===== src/logic/stc_pkg.sv =====
package stc_pkg;

  // Register port geometry
  localparam int ADDR_W = 3;
  localparam int DATA_W = 8;
  localparam int CNT_W  = 16;
  localparam int PS_W   = 3;

  // Register offsets
  localparam logic [ADDR_W-1:0] ADDR_CTRL     = 3'h0;
  localparam logic [ADDR_W-1:0] ADDR_CNT_LO   = 3'h1;
  localparam logic [ADDR_W-1:0] ADDR_CNT_HI   = 3'h2;
  localparam logic [ADDR_W-1:0] ADDR_FLAG     = 3'h3;
  localparam logic [ADDR_W-1:0] ADDR_PIN_DIR  = 3'h4;
  localparam logic [ADDR_W-1:0] ADDR_PIN_DATA = 3'h5;

  // Control field positions
  localparam int CTRL_ON_BIT    = 0;
  localparam int CTRL_CS_BIT    = 1;
  localparam int CTRL_ASYNC_BIT = 2;
  localparam int CTRL_OSC_BIT   = 3;
  localparam int CTRL_PS_LSB    = 4;
  localparam int CTRL_PS_MSB    = 5;
  localparam int CTRL_USED_W    = 6;
  localparam int FLAG_OVF_BIT   = 0;

  // Values after reset
  localparam logic [CTRL_USED_W-1:0] CTRL_RESET     = 6'h00;
  localparam logic [CNT_W-1:0]       CNT_RESET      = 16'h0000;
  localparam logic [CNT_W-1:0]       CNT_MAX        = 16'hffff;
  localparam logic [1:0]             PIN_DIR_RESET  = 2'h3;
  localparam logic [1:0]             PIN_DATA_RESET = 2'h0;

  // Instruction clock is the system clock divided by four
  localparam int         INSTR_DIV  = 4;
  localparam logic [1:0] INSTR_LAST = 2'(INSTR_DIV - 1);

  // Falling-edge arming of the external count input
  typedef enum logic [1:0] {
    ARM_WAIT_FALL = 2'b01,
    ARM_READY     = 2'b10
  } stc_arm_e;

endpackage


===== src/logic/stc_prescale.sv =====
`timescale 1ns/1ps
`default_nettype none
module stc_prescale #(
  parameter int PS_W = 3
) (
  input  wire logic       clk,
  input  wire logic       rst,
  input  wire logic       clr,
  input  wire logic       step,
  input  wire logic [1:0] sel,
  output logic            fire
);
  import stc_pkg::*;

  logic [PS_W-1:0] ps_q;
  logic [PS_W-1:0] ps_d;
  logic [PS_W-1:0] mask;

  // Low sel bits must all be ones; wrap of the counter keeps the period exact
  always_comb begin
    mask = PS_W'((4'h1 << sel) - 4'h1);
    fire = step && ((ps_q & mask) == mask);
    ps_d = ps_q;
    if (clr) begin
      ps_d = '0;
    end else if (step) begin
      ps_d = ps_q + PS_W'(1);
    end
  end

  // Counter itself has no register address; software clears it only by writing a count byte
  always_ff @(posedge clk or posedge rst) begin
    if (rst) begin
      ps_q <= '0;
    end else begin
      ps_q <= ps_d;
    end
  end

endmodule
`default_nettype wire


===== src/logic/stc_timer.sv =====
`timescale 1ns/1ps
`default_nettype none
module stc_timer (
  input  wire logic                      clk,
  input  wire logic                      rst,
  input  wire logic [stc_pkg::ADDR_W-1:0] addr,
  input  wire logic [stc_pkg::DATA_W-1:0] wdata,
  input  wire logic                      wr,
  input  wire logic                      rd,
  output logic      [stc_pkg::DATA_W-1:0] rdata,
  input  wire logic                      sleep,
  input  wire logic                      primary_clk_ok,
  input  wire logic                      pin_a_in,
  input  wire logic                      pin_b_in,
  output logic                           pin_a_out,
  output logic                           pin_a_oe,
  output logic                           pin_b_out,
  output logic                           pin_b_oe,
  output logic                           osc_run,
  output logic      [stc_pkg::CNT_W-1:0]  count_value,
  output logic                           time_base_valid,
  output logic                           overflow_flag,
  output logic                           wake
);
  import stc_pkg::*;

  // Software state
  logic [CTRL_USED_W-1:0] ctrl_q;
  logic [CTRL_USED_W-1:0] ctrl_d;
  logic [1:0]             dir_q;
  logic [1:0]             dir_d;
  logic [1:0]             data_q;
  logic [1:0]             data_d;
  logic [DATA_W-1:0]      rdata_q;
  logic [DATA_W-1:0]      rdata_d;
  logic                   osc_q;
  logic                   osc_d;
  logic                   pa_out_q;
  logic                   pa_oe_q;
  logic                   pb_out_q;
  logic                   pb_oe_q;
  logic                   pa_out_d;
  logic                   pa_oe_d;
  logic                   pb_out_d;
  logic                   pb_oe_d;
  logic                   tbv_q;
  logic                   tbv_d;

  // Counting state
  logic [1:0]             qcnt_q;
  logic [1:0]             qcnt_d;
  logic                   sync1_q;
  logic                   sync2_q;
  logic                   sync_prev_q;
  logic                   raw_q;
  logic                   raw_prev_q;
  logic                   sync1_d;
  logic                   sync2_d;
  logic                   sync_prev_d;
  logic                   raw_d;
  logic                   raw_prev_d;
  stc_arm_e               arm_q;
  stc_arm_e               arm_d;
  logic [CNT_W-1:0]       cnt_q;
  logic [CNT_W-1:0]       cnt_d;
  logic                   flag_q;
  logic                   flag_d;
  logic                   wake_q;
  logic                   wake_d;

  // Decoded controls and events
  logic       tmr_on;
  logic       src_ext;
  logic       async_mode;
  logic [1:0] ps_sel;
  logic       wr_lo;
  logic       wr_hi;
  logic       wr_cnt;
  logic       ext_src;
  logic       sel_lvl;
  logic       sel_prev;
  logic       ext_rise;
  logic       ext_fall;
  logic       instr_tick;
  logic       step;
  logic       fire;
  logic       ovf;
  logic [1:0] dir_eff;

  // Field views of the control register
  assign tmr_on     = ctrl_q[CTRL_ON_BIT];
  assign src_ext    = ctrl_q[CTRL_CS_BIT];
  assign async_mode = src_ext && ctrl_q[CTRL_ASYNC_BIT];
  assign ps_sel     = ctrl_q[CTRL_PS_MSB:CTRL_PS_LSB];
  assign wr_lo      = wr && (addr == ADDR_CNT_LO);
  assign wr_hi      = wr && (addr == ADDR_CNT_HI);
  assign wr_cnt     = wr_lo || wr_hi;

  // Oscillator pin replaces the count pin only while it may run
  assign ext_src = osc_q ? pin_b_in : pin_a_in;

  // Async path sees one sample less of delay, so a mode switch can slip a count
  assign sel_lvl  = async_mode ? raw_q : sync2_q;
  assign sel_prev = async_mode ? raw_prev_q : sync_prev_q;
  assign ext_rise = sel_lvl && !sel_prev;
  assign ext_fall = !sel_lvl && sel_prev;

  // Instruction clock halts in sleep with the core
  assign instr_tick = (qcnt_q == INSTR_LAST) && !sleep;

  // One prescaler input step per selected clock event
  always_comb begin
    step = 1'b0;
    if (tmr_on) begin
      if (!src_ext) begin
        step = instr_tick;
      end else if (arm_q == ARM_READY) begin
        step = ext_rise && (async_mode || !sleep);
      end
    end
  end

  stc_prescale #(
    .PS_W (PS_W)
  ) u_prescale (
    .clk  (clk),
    .rst  (rst),
    .clr  (wr_cnt),
    .step (step),
    .sel  (ps_sel),
    .fire (fire)
  );

  assign ovf = fire && !wr_cnt && (cnt_q == CNT_MAX);

  // Pins read as inputs while the oscillator owns them
  assign dir_eff = osc_q ? 2'b11 : dir_q;

  // Register writes, read answer and pin drive
  always_comb begin
    ctrl_d  = ctrl_q;
    dir_d   = dir_q;
    data_d  = data_q;
    rdata_d = '0;
    if (wr) begin
      if (addr == ADDR_CTRL) begin
        ctrl_d = wdata[CTRL_USED_W-1:0];
      end else if (addr == ADDR_PIN_DIR) begin
        dir_d = wdata[1:0];
      end else if (addr == ADDR_PIN_DATA) begin
        data_d = wdata[1:0];
      end
    end
    if (rd) begin
      if (addr == ADDR_CTRL) begin
        rdata_d = {2'h0, ctrl_q};
      end else if (addr == ADDR_CNT_LO) begin
        rdata_d = cnt_q[7:0];
      end else if (addr == ADDR_CNT_HI) begin
        rdata_d = cnt_q[15:8];
      end else if (addr == ADDR_FLAG) begin
        rdata_d = {7'h00, flag_q};
      end else if (addr == ADDR_PIN_DIR) begin
        rdata_d = {6'h00, dir_eff};
      end else if (addr == ADDR_PIN_DATA) begin
        rdata_d = osc_q ? 8'h00 : {6'h00, pin_b_in, pin_a_in};
      end else begin
        rdata_d = 8'h00;
      end
    end
    // Enable is independent of sleep, so the crystal keeps ticking
    osc_d    = ctrl_d[CTRL_OSC_BIT] && primary_clk_ok;
    pa_out_d = data_d[0];
    pb_out_d = data_d[1];
    pa_oe_d  = !(osc_d || dir_d[0]);
    pb_oe_d  = !(osc_d || dir_d[1]);
    tbv_d    = ctrl_d[CTRL_ON_BIT] &&
               !(ctrl_d[CTRL_CS_BIT] && ctrl_d[CTRL_ASYNC_BIT]);
  end

  // Software-facing flops
  always_ff @(posedge clk or posedge rst) begin
    if (rst) begin
      ctrl_q   <= CTRL_RESET;
      dir_q    <= PIN_DIR_RESET;
      data_q   <= PIN_DATA_RESET;
      rdata_q  <= '0;
      osc_q    <= 1'b0;
      pa_out_q <= 1'b0;
      pb_out_q <= 1'b0;
      pa_oe_q  <= 1'b0;
      pb_oe_q  <= 1'b0;
      tbv_q    <= 1'b0;
    end else begin
      ctrl_q   <= ctrl_d;
      dir_q    <= dir_d;
      data_q   <= data_d;
      rdata_q  <= rdata_d;
      osc_q    <= osc_d;
      pa_out_q <= pa_out_d;
      pb_out_q <= pb_out_d;
      pa_oe_q  <= pa_oe_d;
      pb_oe_q  <= pb_oe_d;
      tbv_q    <= tbv_d;
    end
  end

  // Sampling, arming, count and flag next values
  always_comb begin
    qcnt_d      = qcnt_q + 2'h1;
    sync1_d     = ext_src;
    sync2_d     = sync1_q;
    sync_prev_d = sync2_q;
    raw_d       = ext_src;
    raw_prev_d  = raw_q;
    arm_d       = arm_q;
    case (arm_q)
      ARM_WAIT_FALL: begin
        if (tmr_on && ext_fall && !wr_cnt) begin
          arm_d = ARM_READY;
        end
      end
      ARM_READY: begin
        // Stopping with the input high forgets the seen falling edge
        if (wr_cnt || (!tmr_on && sel_lvl)) begin
          arm_d = ARM_WAIT_FALL;
        end
      end
      default: begin
        arm_d = ARM_WAIT_FALL;
      end
    endcase
    cnt_d = cnt_q;
    if (wr_cnt) begin
      if (wr_lo) begin
        cnt_d[7:0] = wdata;
      end
      if (wr_hi) begin
        cnt_d[15:8] = wdata;
      end
    end else if (fire) begin
      cnt_d = cnt_q + CNT_W'(1);
    end
    // Hardware set beats a same-cycle software clear
    flag_d = flag_q;
    if (wr && (addr == ADDR_FLAG)) begin
      flag_d = wdata[FLAG_OVF_BIT];
    end
    if (ovf) begin
      flag_d = 1'b1;
    end
    wake_d = ovf && sleep;
  end

  // Counting flops
  always_ff @(posedge clk or posedge rst) begin
    if (rst) begin
      qcnt_q      <= 2'h0;
      sync1_q     <= 1'b0;
      sync2_q     <= 1'b0;
      sync_prev_q <= 1'b0;
      raw_q       <= 1'b0;
      raw_prev_q  <= 1'b0;
      arm_q       <= ARM_WAIT_FALL;
      cnt_q       <= CNT_RESET;
      flag_q      <= 1'b0;
      wake_q      <= 1'b0;
    end else begin
      qcnt_q      <= qcnt_d;
      sync1_q     <= sync1_d;
      sync2_q     <= sync2_d;
      sync_prev_q <= sync_prev_d;
      raw_q       <= raw_d;
      raw_prev_q  <= raw_prev_d;
      arm_q       <= arm_d;
      cnt_q       <= cnt_d;
      flag_q      <= flag_d;
      wake_q      <= wake_d;
    end
  end

  // Outputs straight from flops
  assign rdata           = rdata_q;
  assign pin_a_out       = pa_out_q;
  assign pin_a_oe        = pa_oe_q;
  assign pin_b_out       = pb_out_q;
  assign pin_b_oe        = pb_oe_q;
  assign osc_run         = osc_q;
  assign count_value     = cnt_q;
  assign time_base_valid = tbv_q;
  assign overflow_flag   = flag_q;
  assign wake            = wake_q;

endmodule
`default_nettype wire


===== config.mk =====
export PLATFORM = sky130hd
export DESIGN_NAME = stc_timer
export DESIGN_NICKNAME = d
export VERILOG_FILES = /design/src/logic/stc_pkg.sv /design/src/logic/stc_prescale.sv /design/src/logic/stc_timer.sv
export SDC_FILE = /design/constraint.sdc
export NUM_CORES = 1
export LEC_CHECK = 0
export ABC_AREA = 0
export BUFFER_PORTS_ARGS = -buffer_cell sky130_fd_sc_hd__clkbuf_2
export CAP_MARGIN = 20
export CORE_UTILIZATION = 55
export DETAILED_ROUTE_END_ITERATION = 10
export PLACE_DENSITY = 0.87
export SYNTH_ARGS = -nofsm -noshare
export SYNTH_HDL_FRONTEND = slang
export SYNTH_SLANG_ARGS = --single-unit

===== constraint.sdc =====
create_clock -name clk -period 2.9 [get_ports clk]
set_input_delay 0.29 -clock clk [delete_from_list [all_inputs] [get_ports clk]]
set_output_delay 0.29 -clock clk [all_outputs]
set_load 0.03 [all_outputs]

After elaboration in Yosys (flattened, before gate mapping)
Index checks and enable logic that the tools add are counted.

Shift operators: 1. Eq/ne operators: 14. Reductions and logical operators: 39. Bitwise operators: 1. Add/subtract/negate cells: 4. Multiplexer cells: 35.

Operators with widths (number): $mux W8 (6); $mux W16 (2); $mux W2 (14); $logic_and A1 B1 Y1 (18); $add A16 B1 Y16 const B (1); $eq A16 B16 Y1 const B (1); $logic_not A1 Y1 (8); $mux W1 (8); $mux W4 (2); $reduce_and A2 Y1 (4); $eq A3 B2 Y1 const B (2); $eq A3 B3 Y1 const B (2); $mux W3 (2); $ne A2 B2 Y1 const B (3); $reduce_bool A2 Y1 (3); $logic_or A1 B1 Y1 (5); $eq A2 B2 Y1 const B (2); $pmux W2 S2 (1); $add A3 B1 Y3 const B (1); $and A3 B3 Y3 (1); $eq A3 B1 Y1 const B (1); $eq A3 B3 Y1 (1); $logic_not A3 Y1 (1); $shl A1 B2 Y3 const A (1); other kinds (4) (4).

Output and inout bits: 32. Bits of input ports: 19. Register bits: 52. Logic and storage cells: 115.

Depth between registers and ports, before layout
Gate-level depths: netlist (run 1).

Depth after elaboration: 12. Gate-level depth with buffers: 8. Gate-level depth less buffers: 6.

Cells and area by module
From an unflattened synthesis (run 1), not the netlist that was laid out.

Cells, all modules: 269. Area total of the unflattened synthesis: 2763.9 µm².

By module, submodules not included: stc_timer (area an instance 2605.0 µm², cells an instance 252, instances 1); stc_prescale (area an instance 158.9 µm², cells an instance 17, instances 1).

Worst setup path before layout (run 1)
OpenSTA, ideal clock, no wires.

Kind: reg2reg. From: register cnt_q[4], in the netlist count_value[4]. To: register cnt_q[14], in the netlist count_value[14]. Path slack: 1.115 ns. Clock period less this slack: 1.785 ns. Arrival: 1.695 ns. Path buffers: 1. Cell stages (with the launch flop): 7. Setup time: 0.091 ns. Cells stage by stage: dfrtp_1 > buf_2 > nand4_1 > nor2_1 > nand2_1 > o31a_1 > o221ai_1.

Cells in the longest elaborated chain, start to end: 3.

Ends and longest elaborated chain: start: declaration (RTL line stc_timer.sv:64) `logic [CNT_W-1:0] cnt_q;`; start signal: assignment (RTL line stc_timer.sv:276) `cnt_q <= cnt_d;`; $add A16 B1 Y16 (RTL line stc_timer.sv:242) `cnt_d = cnt_q + CNT_W'(1);`; $mux W16 (RTL line stc_timer.sv:241) `end else if (fire) begin`; $mux W16 (RTL line stc_timer.sv:234) `if (wr_cnt) begin`.

Every way passes these cells. The select of a mux whose other input is x is not followed. A chain may end at the register's enable or synchronous reset.

Final worst setup path (run 1)
From: register cnt_q[0], in the netlist count_value[0]. To: register cnt_q[14], in the netlist count_value[14].

Same word-level chain as after synthesis.

==> impl_results.md, run 1 <==
* Gr usage total at 0.283
* Post-layout utilization of the core at 0.660
* Type of the most critical hold path: in2reg
* Initial Util at 0.572
* Final Hold Slack at 0.236 ns
* Power per cell area at 569 nW/um^2
* Sum of routed wire length over all layers at 7070 microns
* Endpoint class of the critical path: register
* Routability Congestion at 0.942
* CTS sink cnt at 50
* CP max FO at 8
* Count of boundary I/O pins at 51
* Slowest cell on the critical path: sky130_fd_sc_hd__dfrtp_1
* Family of cells with the greatest summed delay on the critical path: simple AND/OR/NAND/NOR gates
* Area of the die at 5200 sq um
* Post-DP HPWL at 4920 microns
* GR Util met2 at 0.444
* F_max at 469 MHz
* Final number of max-transition violations at 0
* Flops & latches, synth at 50
* Total congestion overflow at 0
* Syn_nets at 295
* Netlist Area Pre-Place at 2700 sq um
* Post-route ant nets at 0
* CP Data Required Time at 3.12 ns
* Via count of the first global-routing pass at 2,203
* Count of nets after finishing at 343
* P&R area growth vs syn at 15.4%
* Fill cell instance count of the final layout at 369
* Clock insertion delay at the later pin of the skew report at 0.31 ns
* Number of CTS-inserted buffers at 5
* Number of remaining DRC errors at 0
* Unrepaired setup endpoints after global routing: false
* Buffer cell driving the clock tree root: sky130_fd_sc_hd__clkbuf_8
* Average size of a mapped cell at 9.90 sq um
* Dominant synthesized flop cell: sky130_fd_sc_hd__dfrtp_1
* Placement-stage worst setup slack at 0.685 ns
* Maximum number of pins on one net before global-route repair at 51
* Syn. warnings at 0
* Cell Chain, Critical Path: ha_1 > nand3_1 > nor2_1 > nand2_1 > o31a_1 > o221ai_1
* Kind of start point of the critical path: register
* Worst vdd rail ir drop at 0.450 mV
* DIE HEIGHT at 72.1 microns
* Clock-pin slew reported for the worst setup and hold paths after clock tree synthesis at 0.09 ns
* Max capacitance violation total at 0
* Run status: complete, no violations
* Setup_tns at 0 ns
* Standard-cell rows at 25
* EDFF count, synth at 0
* Post-CTS Setup Bufs at 0
* Final worst-path cycle share at 0.735
* Transition time at the pin with the least slew margin at 0.502 ns
* Number of levels the H-tree was split into at 2
* Number of library cell types mapped by synthesis at 62
* Met1 demand-to-capacity share in global routing at 0.381
* Arrival time at the worst endpoint at 2.35 ns
* Number of buffers inserted by port buffering at 50
* Number of vias after detailed routing at 2,527
* Max clock buf depth at 2
* Final setup violation count at 0
* Via density at 6.50
* Global-route wire length before repair at 11,300 microns
* Count of antenna diodes in the layout at 0
* Number of hold violations in the final report at 0
* Sequential element share of the synthesized area at 0.464
* Met3 usage at 0.0556
* Critical path's largest stage delay at 0.51 ns
* Minimum setup slack in the final design at 0.768 ns
* Crit path kind: reg2reg
* Number of buffers and inverters on the critical path at 0
* Largest clock skew in the final design at 0.00774 ns
* Post-synthesis instance total at 273
* TritonRoute pass-1 iters at 5
* Drt initial violations at 361
* Fraction of registers with async set or reset after synthesis at 1.00
* Width of the chip at 72.1 microns
* Slew headroom at 0.665
* Leakage power at 1.42 nW
* Core area at 4720 sq um
* Fraction of final layout cells with drive strength greater than 1 at 0.270
* Number of antenna violations at the first check in global routing at 0
* Clock tree from TritonCTS: built
* Average wire length per cell after detail routing at 18.2 microns
* Final critical path time including I/O delays and setup at 2.13 ns
* Most used routing layer in global routing: met2
## per-layer routing
layer,vias to the layer above,share of wire
met5,-,0
met4,0,0.048
met3,46,0.073
met2,142,0.48
met1,1228,0.40
li1,1111,-
## area by class of cell
type / count / area (sq um) / share of cell area
flip-flops and latches: 50 / 1250 / 0.402
repair buffers: 53 / 288 / 0.0923
clock buffers: 7 / 76.3 / 0.0245
well taps: 67 / 83.8 / 0.0269
multi-input cells: 199 / 1340 / 0.430
inverters: 12 / 45.0 / 0.0144
clock inverters: 1 / 30.0 / 0.00963
## kinds of logic (layout without fill, tap and decap cells)
group           count (synthesis)  in the layout  synth area share
mux                            21             21            0.0833
simple gates                  104            104             0.199
xor+xnor                        1              1           0.00324
fa+ha+maj                       3              3            0.0139
compound gates                 70             70             0.197
buf+inv                        24             73            0.0398
flops                          50             50             0.464
## flip-flops by register name, indices dropped and copies added, names as in the netlist, 2 cells and up
register,flops
dir_q,2
data_q,2
arm_q,2
ctrl_q,6
u_prescale.ps_q,3
count_value,16
qcnt_q,2
rdata,8
## layout by cell type, fill, tap and decap left out, types with 3 or more instances in the layout
master and count:
sky130_fd_sc_hd__o21ai_0 7, sky130_fd_sc_hd__nand3_1 11, sky130_fd_sc_hd__nor2b_2 4, sky130_fd_sc_hd__o31ai_1 3, sky130_fd_sc_hd__nor3_1 3, sky130_fd_sc_hd__o221ai_1 6
sky130_fd_sc_hd__a221oi_1 5, sky130_fd_sc_hd__a22oi_1 4, sky130_fd_sc_hd__nand2b_1 3, sky130_fd_sc_hd__nand4_1 5, sky130_fd_sc_hd__dfstp_2 3, sky130_fd_sc_hd__a21oi_1 11
sky130_fd_sc_hd__clkbuf_8 5, sky130_fd_sc_hd__nor2_1 31, sky130_fd_sc_hd__mux2_2 12, sky130_fd_sc_hd__mux2i_1 9, sky130_fd_sc_hd__and3_1 4, sky130_fd_sc_hd__dfrtp_1 47
sky130_fd_sc_hd__clkbuf_2 50, sky130_fd_sc_hd__ha_1 3, sky130_fd_sc_hd__nand2_1 25, sky130_fd_sc_hd__and2_1 4, sky130_fd_sc_hd__inv_1 11, sky130_fd_sc_hd__o21ai_1 3
## worst paths after layout
| path | end | cells past startpoint | from | slack [ns] |
|---|---|---|---|---|
| max in group asynchronous | dir_q[0] | 4 | rst | 1.99 |
| worst max-delay path | count_value[14] | 6 | count_value[0] | 0.77 |
| worst max register to register | count_value[14] | 6 | count_value[0] | 0.77 |
| min in group asynchronous | rdata[0] | 3 | rst | 0.39 |
| worst min-delay path | rdata[1] | 2 | rd | 0.24 |
| worst min register to register | raw_prev_q | 0 | raw_prev_d | 0.40 |
## power by group
group	leakage (nW)	switching [mW]	total, mW	internal [mW]
sequential	0.608	0.0820	0.866	0.784
combinational	0.757	0.262	0.422	0.160
clock	0.0524	0.229	0.487	0.258
## cell usage after synthesis, types with 3 or more instances
cell	n	share of area
sky130_fd_sc_hd__a21oi_1	11	0.020
sky130_fd_sc_hd__a221oi_1	5	0.016
sky130_fd_sc_hd__a22oi_1	4	0.011
sky130_fd_sc_hd__and2_1	4	0.0093
sky130_fd_sc_hd__and3_1	4	0.0093
sky130_fd_sc_hd__buf_2	5	0.0093
sky130_fd_sc_hd__clkbuf_1	4	0.0056
sky130_fd_sc_hd__dfrtp_1	47	0.43
sky130_fd_sc_hd__dfstp_2	3	0.029
sky130_fd_sc_hd__ha_1	3	0.014
sky130_fd_sc_hd__inv_1	12	0.017
sky130_fd_sc_hd__mux2_2	12	0.050
sky130_fd_sc_hd__mux2i_1	9	0.033
sky130_fd_sc_hd__nand2_1	25	0.035
sky130_fd_sc_hd__nand2b_1	3	0.0069
sky130_fd_sc_hd__nand3_1	11	0.020
sky130_fd_sc_hd__nand4_1	5	0.012
sky130_fd_sc_hd__nor2_1	31	0.043
sky130_fd_sc_hd__nor2b_2	4	0.013
sky130_fd_sc_hd__nor3_1	3	0.0056
sky130_fd_sc_hd__o21ai_0	7	0.013
sky130_fd_sc_hd__o21ai_1	3	0.0056
sky130_fd_sc_hd__o221ai_1	6	0.019
sky130_fd_sc_hd__o31ai_1	3	0.0083
## through the flow
stage | instances | cell area (sq um) | power (mW)
final | 389 | 3120 | 1.78
after global routing | 389 | 3120 | 1.85
after CTS | 387 | 3090 | 1.77
after detailed placement | 379 | 2980 | 1.29
after global placement | 379 | 2980 | 1.27
after floorplan | 273 | 2700 | 1.16
## repair_timing
item,CTS,global route
resized for setup,0,0
hold buffers,0,1
hold endpoints to repair,0,4
Note: power is estimated with default switching activity, not from simulation.
==> run 2: changes to the inputs <==
--- a/config.mk
+++ b/config.mk
@@ -5,12 +5,12 @@
 export SDC_FILE = /design/constraint.sdc
 export NUM_CORES = 1
 export LEC_CHECK = 0
-export ABC_AREA = 0
+export ABC_AREA = 1
 export BUFFER_PORTS_ARGS = -buffer_cell sky130_fd_sc_hd__clkbuf_2
 export CAP_MARGIN = 20
-export CORE_UTILIZATION = 55
+export CORE_UTILIZATION = 50
 export DETAILED_ROUTE_END_ITERATION = 10
-export PLACE_DENSITY = 0.87
+export PLACE_DENSITY = 0.84
 export SYNTH_ARGS = -nofsm -noshare
 export SYNTH_HDL_FRONTEND = slang
 export SYNTH_SLANG_ARGS = --single-unit
==> constraint.sdc (replaced) <==
create_clock -name clk -period 1.9 [get_ports clk]
set_input_delay 0.19 -clock clk [delete_from_list [all_inputs] [get_ports clk]]
set_output_delay 0.19 -clock clk [all_outputs]
set_load 0.03 [all_outputs]
==> run 2 against run 1 <==
Hold slack got worse by 0.13 ns. Critical endpoint is now overflow_flag. Global-route usage is 1.5 points lower. Register-to-register slack got worse by 0.61 ns. Sequential cell count stayed put. Maximum frequency grew 22%. Synthesized area grew 4.9%. Utilization fell by 5.6 points. Clock skew shrank 0.0021 ns. Sequential share of layout area fell by 2.3 points. Wire length up 5.8%. Worst setup slack worse by 0.61 ns.
==> impl_results.md, run 2 <==
* Core area at 5470 sq um (+16%)
* TritonRoute pass-1 iters at 5 (unchanged)
* Fraction of final layout cells with drive strength greater than 1 at 0.197 (-0.0729)
* Final critical path time including I/O delays and setup at 1.75 ns (-0.385 ns)
* Metal2 WL at 3540 microns (+3.7%)
* P&R area growth vs syn at 16.6%
* Via density at 5.56 (-14%)
* Sequential element share of the synthesized area at 0.443 (-0.0215)
* EDFF count, synth at 0 (unchanged)
* Leading area contributor after synthesis: sky130_fd_sc_hd__dfrtp_1
* Number of library cell types mapped by synthesis at 31 (-50%)
* Capture instance of the worst register-to-register path: overflow_flag
* Clock insertion delay at the later pin of the skew report at 0.31 ns (about the same)
* Number of flip-flops in the largest register at 16 (unchanged)
* Dominant synthesized flop cell: sky130_fd_sc_hd__dfrtp_1
* Most frequent cell on the critical path: sky130_fd_sc_hd__nand3_1
* Endpoint of the worst hold path: raw_prev_d
* Maximum number of pins on one net before global-route repair at 27 (-47%)
* Fraction of registers with async set or reset after synthesis at 1.00 (unchanged)
* CTS sink cnt at 50 (unchanged)
* Slowest cell on the critical path: sky130_fd_sc_hd__dfrtp_1
* Max capacitance violation total at 0 (unchanged)
* Max clock buf depth at 2 (unchanged)
* Kind of start point of the critical path: register
* Area of the die at 5980 sq um (+15%)
* Arrival time at the worst endpoint at 1.98 ns (-0.37 ns)
* Flop2flop setup slack at 0.15 ns (-0.61 ns)
* Final worst-path cycle share at 0.919 (+0.184)
* Flops & latches, synth at 50 (unchanged)
* Post-CTS Setup Bufs at 0 (unchanged)
* F_max at 573 MHz (+22%)
* Total congestion overflow at 0 (unchanged)
* Highest signal layer in the routed design: met4
* Initial Util at 0.518 (-0.0544)
* Worst vdd rail ir drop at 0.666 mV (+48%)
* Slew headroom at 0.694 (+0.0283)
* Number of antenna violations at the first check in global routing at 0 (unchanged)
* Critical path's largest stage delay at 0.46 ns (-0.05 ns)
* Worst hold stages at 3 (+1)
* Number of levels the H-tree was split into at 2 (unchanged)
* Total power at 4.05 mW (+130%)
* Number of CTS-inserted buffers at 5 (unchanged)
* Final Cell Area at 3310 sq um (+6.0%)
* Syn. warnings at 0 (unchanged)
* Met3 wire length at 688 microns (+34%)
* Syn_nets at 400 (+36%)
* Most used cells in the layout excluding fill and tap cells: sky130_fd_sc_hd__nand2_1, sky130_fd_sc_hd__clkbuf_2, sky130_fd_sc_hd__dfrtp_1
* DIE HEIGHT at 77.3 microns (+7.2%)
* Drt initial violations at 340 (-5.8%)
* CP max FO at 5 (-3)
* Number of vias after detailed routing at 2,853 (+13%)
* Setup_tns at 0 ns (unchanged)
* Via count of the first global-routing pass at 2,595 (+18%)
* Leakage power at 1.77 nW (+25%)
* Global-route wire length before repair at 12,400 microns (+9.9%)
* Transition time at the pin with the least slew margin at 0.456 ns (-0.0460 ns)
* Synth cell count leaders: sky130_fd_sc_hd__nand2_1, sky130_fd_sc_hd__dfrtp_1, sky130_fd_sc_hd__inv_1, sky130_fd_sc_hd__nand3_1, sky130_fd_sc_hd__nor2_1
* Post-synthesis instance total at 378 (+38%)
* Final number of max-transition violations at 0 (unchanged)
* Unrepaired setup endpoints after global routing: false
* Power per cell area at 1230 nW/um^2 (+120%)
* Final setup violation count at 0 (unchanged)
* Clock-pin slew reported for the worst setup and hold paths after clock tree synthesis at 0.10 ns (about the same)
* Post-DP HPWL at 5660 microns (+15%)
* Netlist Area Pre-Place at 2840 sq um (+4.9%)
* Routability Congestion at 0.932 (-1.1%)
* Standard-cell rows at 27 (+8.0%)
* Hold path startpoint: pin_a_in
* Post-route ant nets at 0 (unchanged)
* Count of nets after finishing at 462 (+35%)
* Sum of routed wire length over all layers at 7480 microns (+5.8%)
* Count of boundary I/O pins at 51 (unchanged)
* Worst flop-to-flop path startpoint: count_value[1]
* Buffer cell driving the clock tree root: sky130_fd_sc_hd__clkbuf_8
* Number of cells on the worst reg-to-reg path at 6 (unchanged)
* Type of the most critical hold path: in2reg
* Number of buffers inserted by port buffering at 50 (unchanged)
* Gr usage total at 0.268 (-0.0145)
* Width of the chip at 77.3 microns (+7.2%)
* Count of antenna diodes in the layout at 0 (unchanged)
* Run status: complete, no violations
* Cell Chain, Critical Path: ha_1 > nand3_1 > nor2_2 > nand3_1 > nand3b_1 > o21ai_0
* M1 WL at 3020 microns (+7.8%)
* Commonest non-fill, non-tap cell in the layout: sky130_fd_sc_hd__nand2_1
* Standard cell area after detailed placement at 3200 sq um (+7.3%)
* Crit path kind: reg2reg
* Endpoint class of the critical path: register
* Largest clock skew in the final design at 0.00562 ns (-0.00211 ns)
* Dominant cell by count in the synthesized netlist: sky130_fd_sc_hd__nand2_1
* Largest cells by area after synthesis: sky130_fd_sc_hd__dfrtp_1, sky130_fd_sc_hd__nand2_1, sky130_fd_sc_hd__nand3_1, sky130_fd_sc_hd__inv_1, sky130_fd_sc_hd__o21ai_0
* Clock tree from TritonCTS: built
* Number of hold violations in the final report at 0 (unchanged)
* Average size of a mapped cell at 7.50 sq um (-24%)
* Number of remaining DRC errors at 0 (unchanged)
* CP Data Required Time at 2.13 ns (-0.99 ns)
* Yosys top cell area share at 0.415 (-0.0202)
* Average wire length per cell after detail routing at 14.6 microns (-20%)
-- run 2: changes by cell type in the layout (fill, tap and decap cells not counted), moves of 5 or more --
cell / delta
sky130_fd_sc_hd__nand3_1: +24
sky130_fd_sc_hd__nand2_1: +110
sky130_fd_sc_hd__inv_1: +30
sky130_fd_sc_hd__xor2_1: +5
sky130_fd_sc_hd__o221ai_1: -6
sky130_fd_sc_hd__o21ai_0: +15
sky130_fd_sc_hd__buf_4: +9
sky130_fd_sc_hd__nor2_1: -5
sky130_fd_sc_hd__mux2_2: -12
sky130_fd_sc_hd__mux2i_1: -8
-- run 2: cells by family after synthesis --
logic type / after synthesis / synth area share
XOR/XNOR: 7 / 0.0216
adder cells (fa/ha/maj): 3 / 0.0132
AND/OR/NAND/NOR: 222 / 0.356
buffers and inverters: 51 / 0.0772
multiplexers: 1 / 0.00353
flip-flops: 50 / 0.443
AO/OA/AOI/OAI: 44 / 0.0856
-- run 2: per-stage QoR --
stage / setup WS, ns / hold WS (ns) / instances / util
after detailed placement: 0.123 / 0.251 / 504 / 0.585
final: 0.154 / 0.108 / 513 / 0.604
after CTS: 0.108 / 0.106 / 513 / 0.604
after global placement: 0.149 / 0.244 / 504 / 0.585
after global routing: 0.0444 / 0.0968 / 513 / 0.604
after floorplan: 0.0352 / 0.300 / 378 / -
-- run 2: power breakdown --
part	switching (mW)	total (mW)	internal (mW)	leakage, nW
combinational	1.14	1.67	0.533	1.09
clock	0.380	0.644	0.264	0.0408
sequential	0.381	1.74	1.36	0.631
-- run 2: critical path, delay by kind of cell, from the launching register on --
family | cells | cell delay (ns)
simple gates | 4 | 0.73
compound gates | 1 | 0.22
fa+ha+maj | 1 | 0.26
flops | 1 | 0.46
-- run 2: worst max path at each step --
stage	startpoint	to	slack, ns	depth (start not counted)
global placement	count_value[1]	wake	0.15	6
floorplan	count_value[0]	wake	0.04	6
detailed placement	count_value[1]	wake	0.12	6
global route	count_value[1]	wake	0.04	6
finish	count_value[1]	overflow_flag	0.15	6
CTS	count_value[1]	overflow_flag	0.11	6
-- run 2: cell type report --
| type | count | area [sq um] |
|---|---|---|
| inverter | 45 | 169 |
| tap | 72 | 90.1 |
| multi-input combinational | 277 | 1360 |
| sequential | 50 | 1250 |
| clock buffer | 5 | 68.8 |
| timing repair buffer | 61 | 335 |
| fill | 501 | 2170 |
| clock inverter | 3 | 23.8 |
-- run 2: what timing repair did --
| item | 4_1_cts | 5_1_grt |
|---|---|---|
| endpoints found under the setup margin | 0 | 3 |
| hold buffers | 1 | 0 |
| gates resized for setup | 0 | 1 |
| hold endpoints to repair | 47 | 0 |
-- run 2: per-layer routing --
metal / GRT usage / vias to the layer above
li1: - / 1337
met1: 0.368 / 1316
met2: 0.419 / 171
met3: 0.0476 / 29
met4: 0.106 / 0
met5: 0 / -
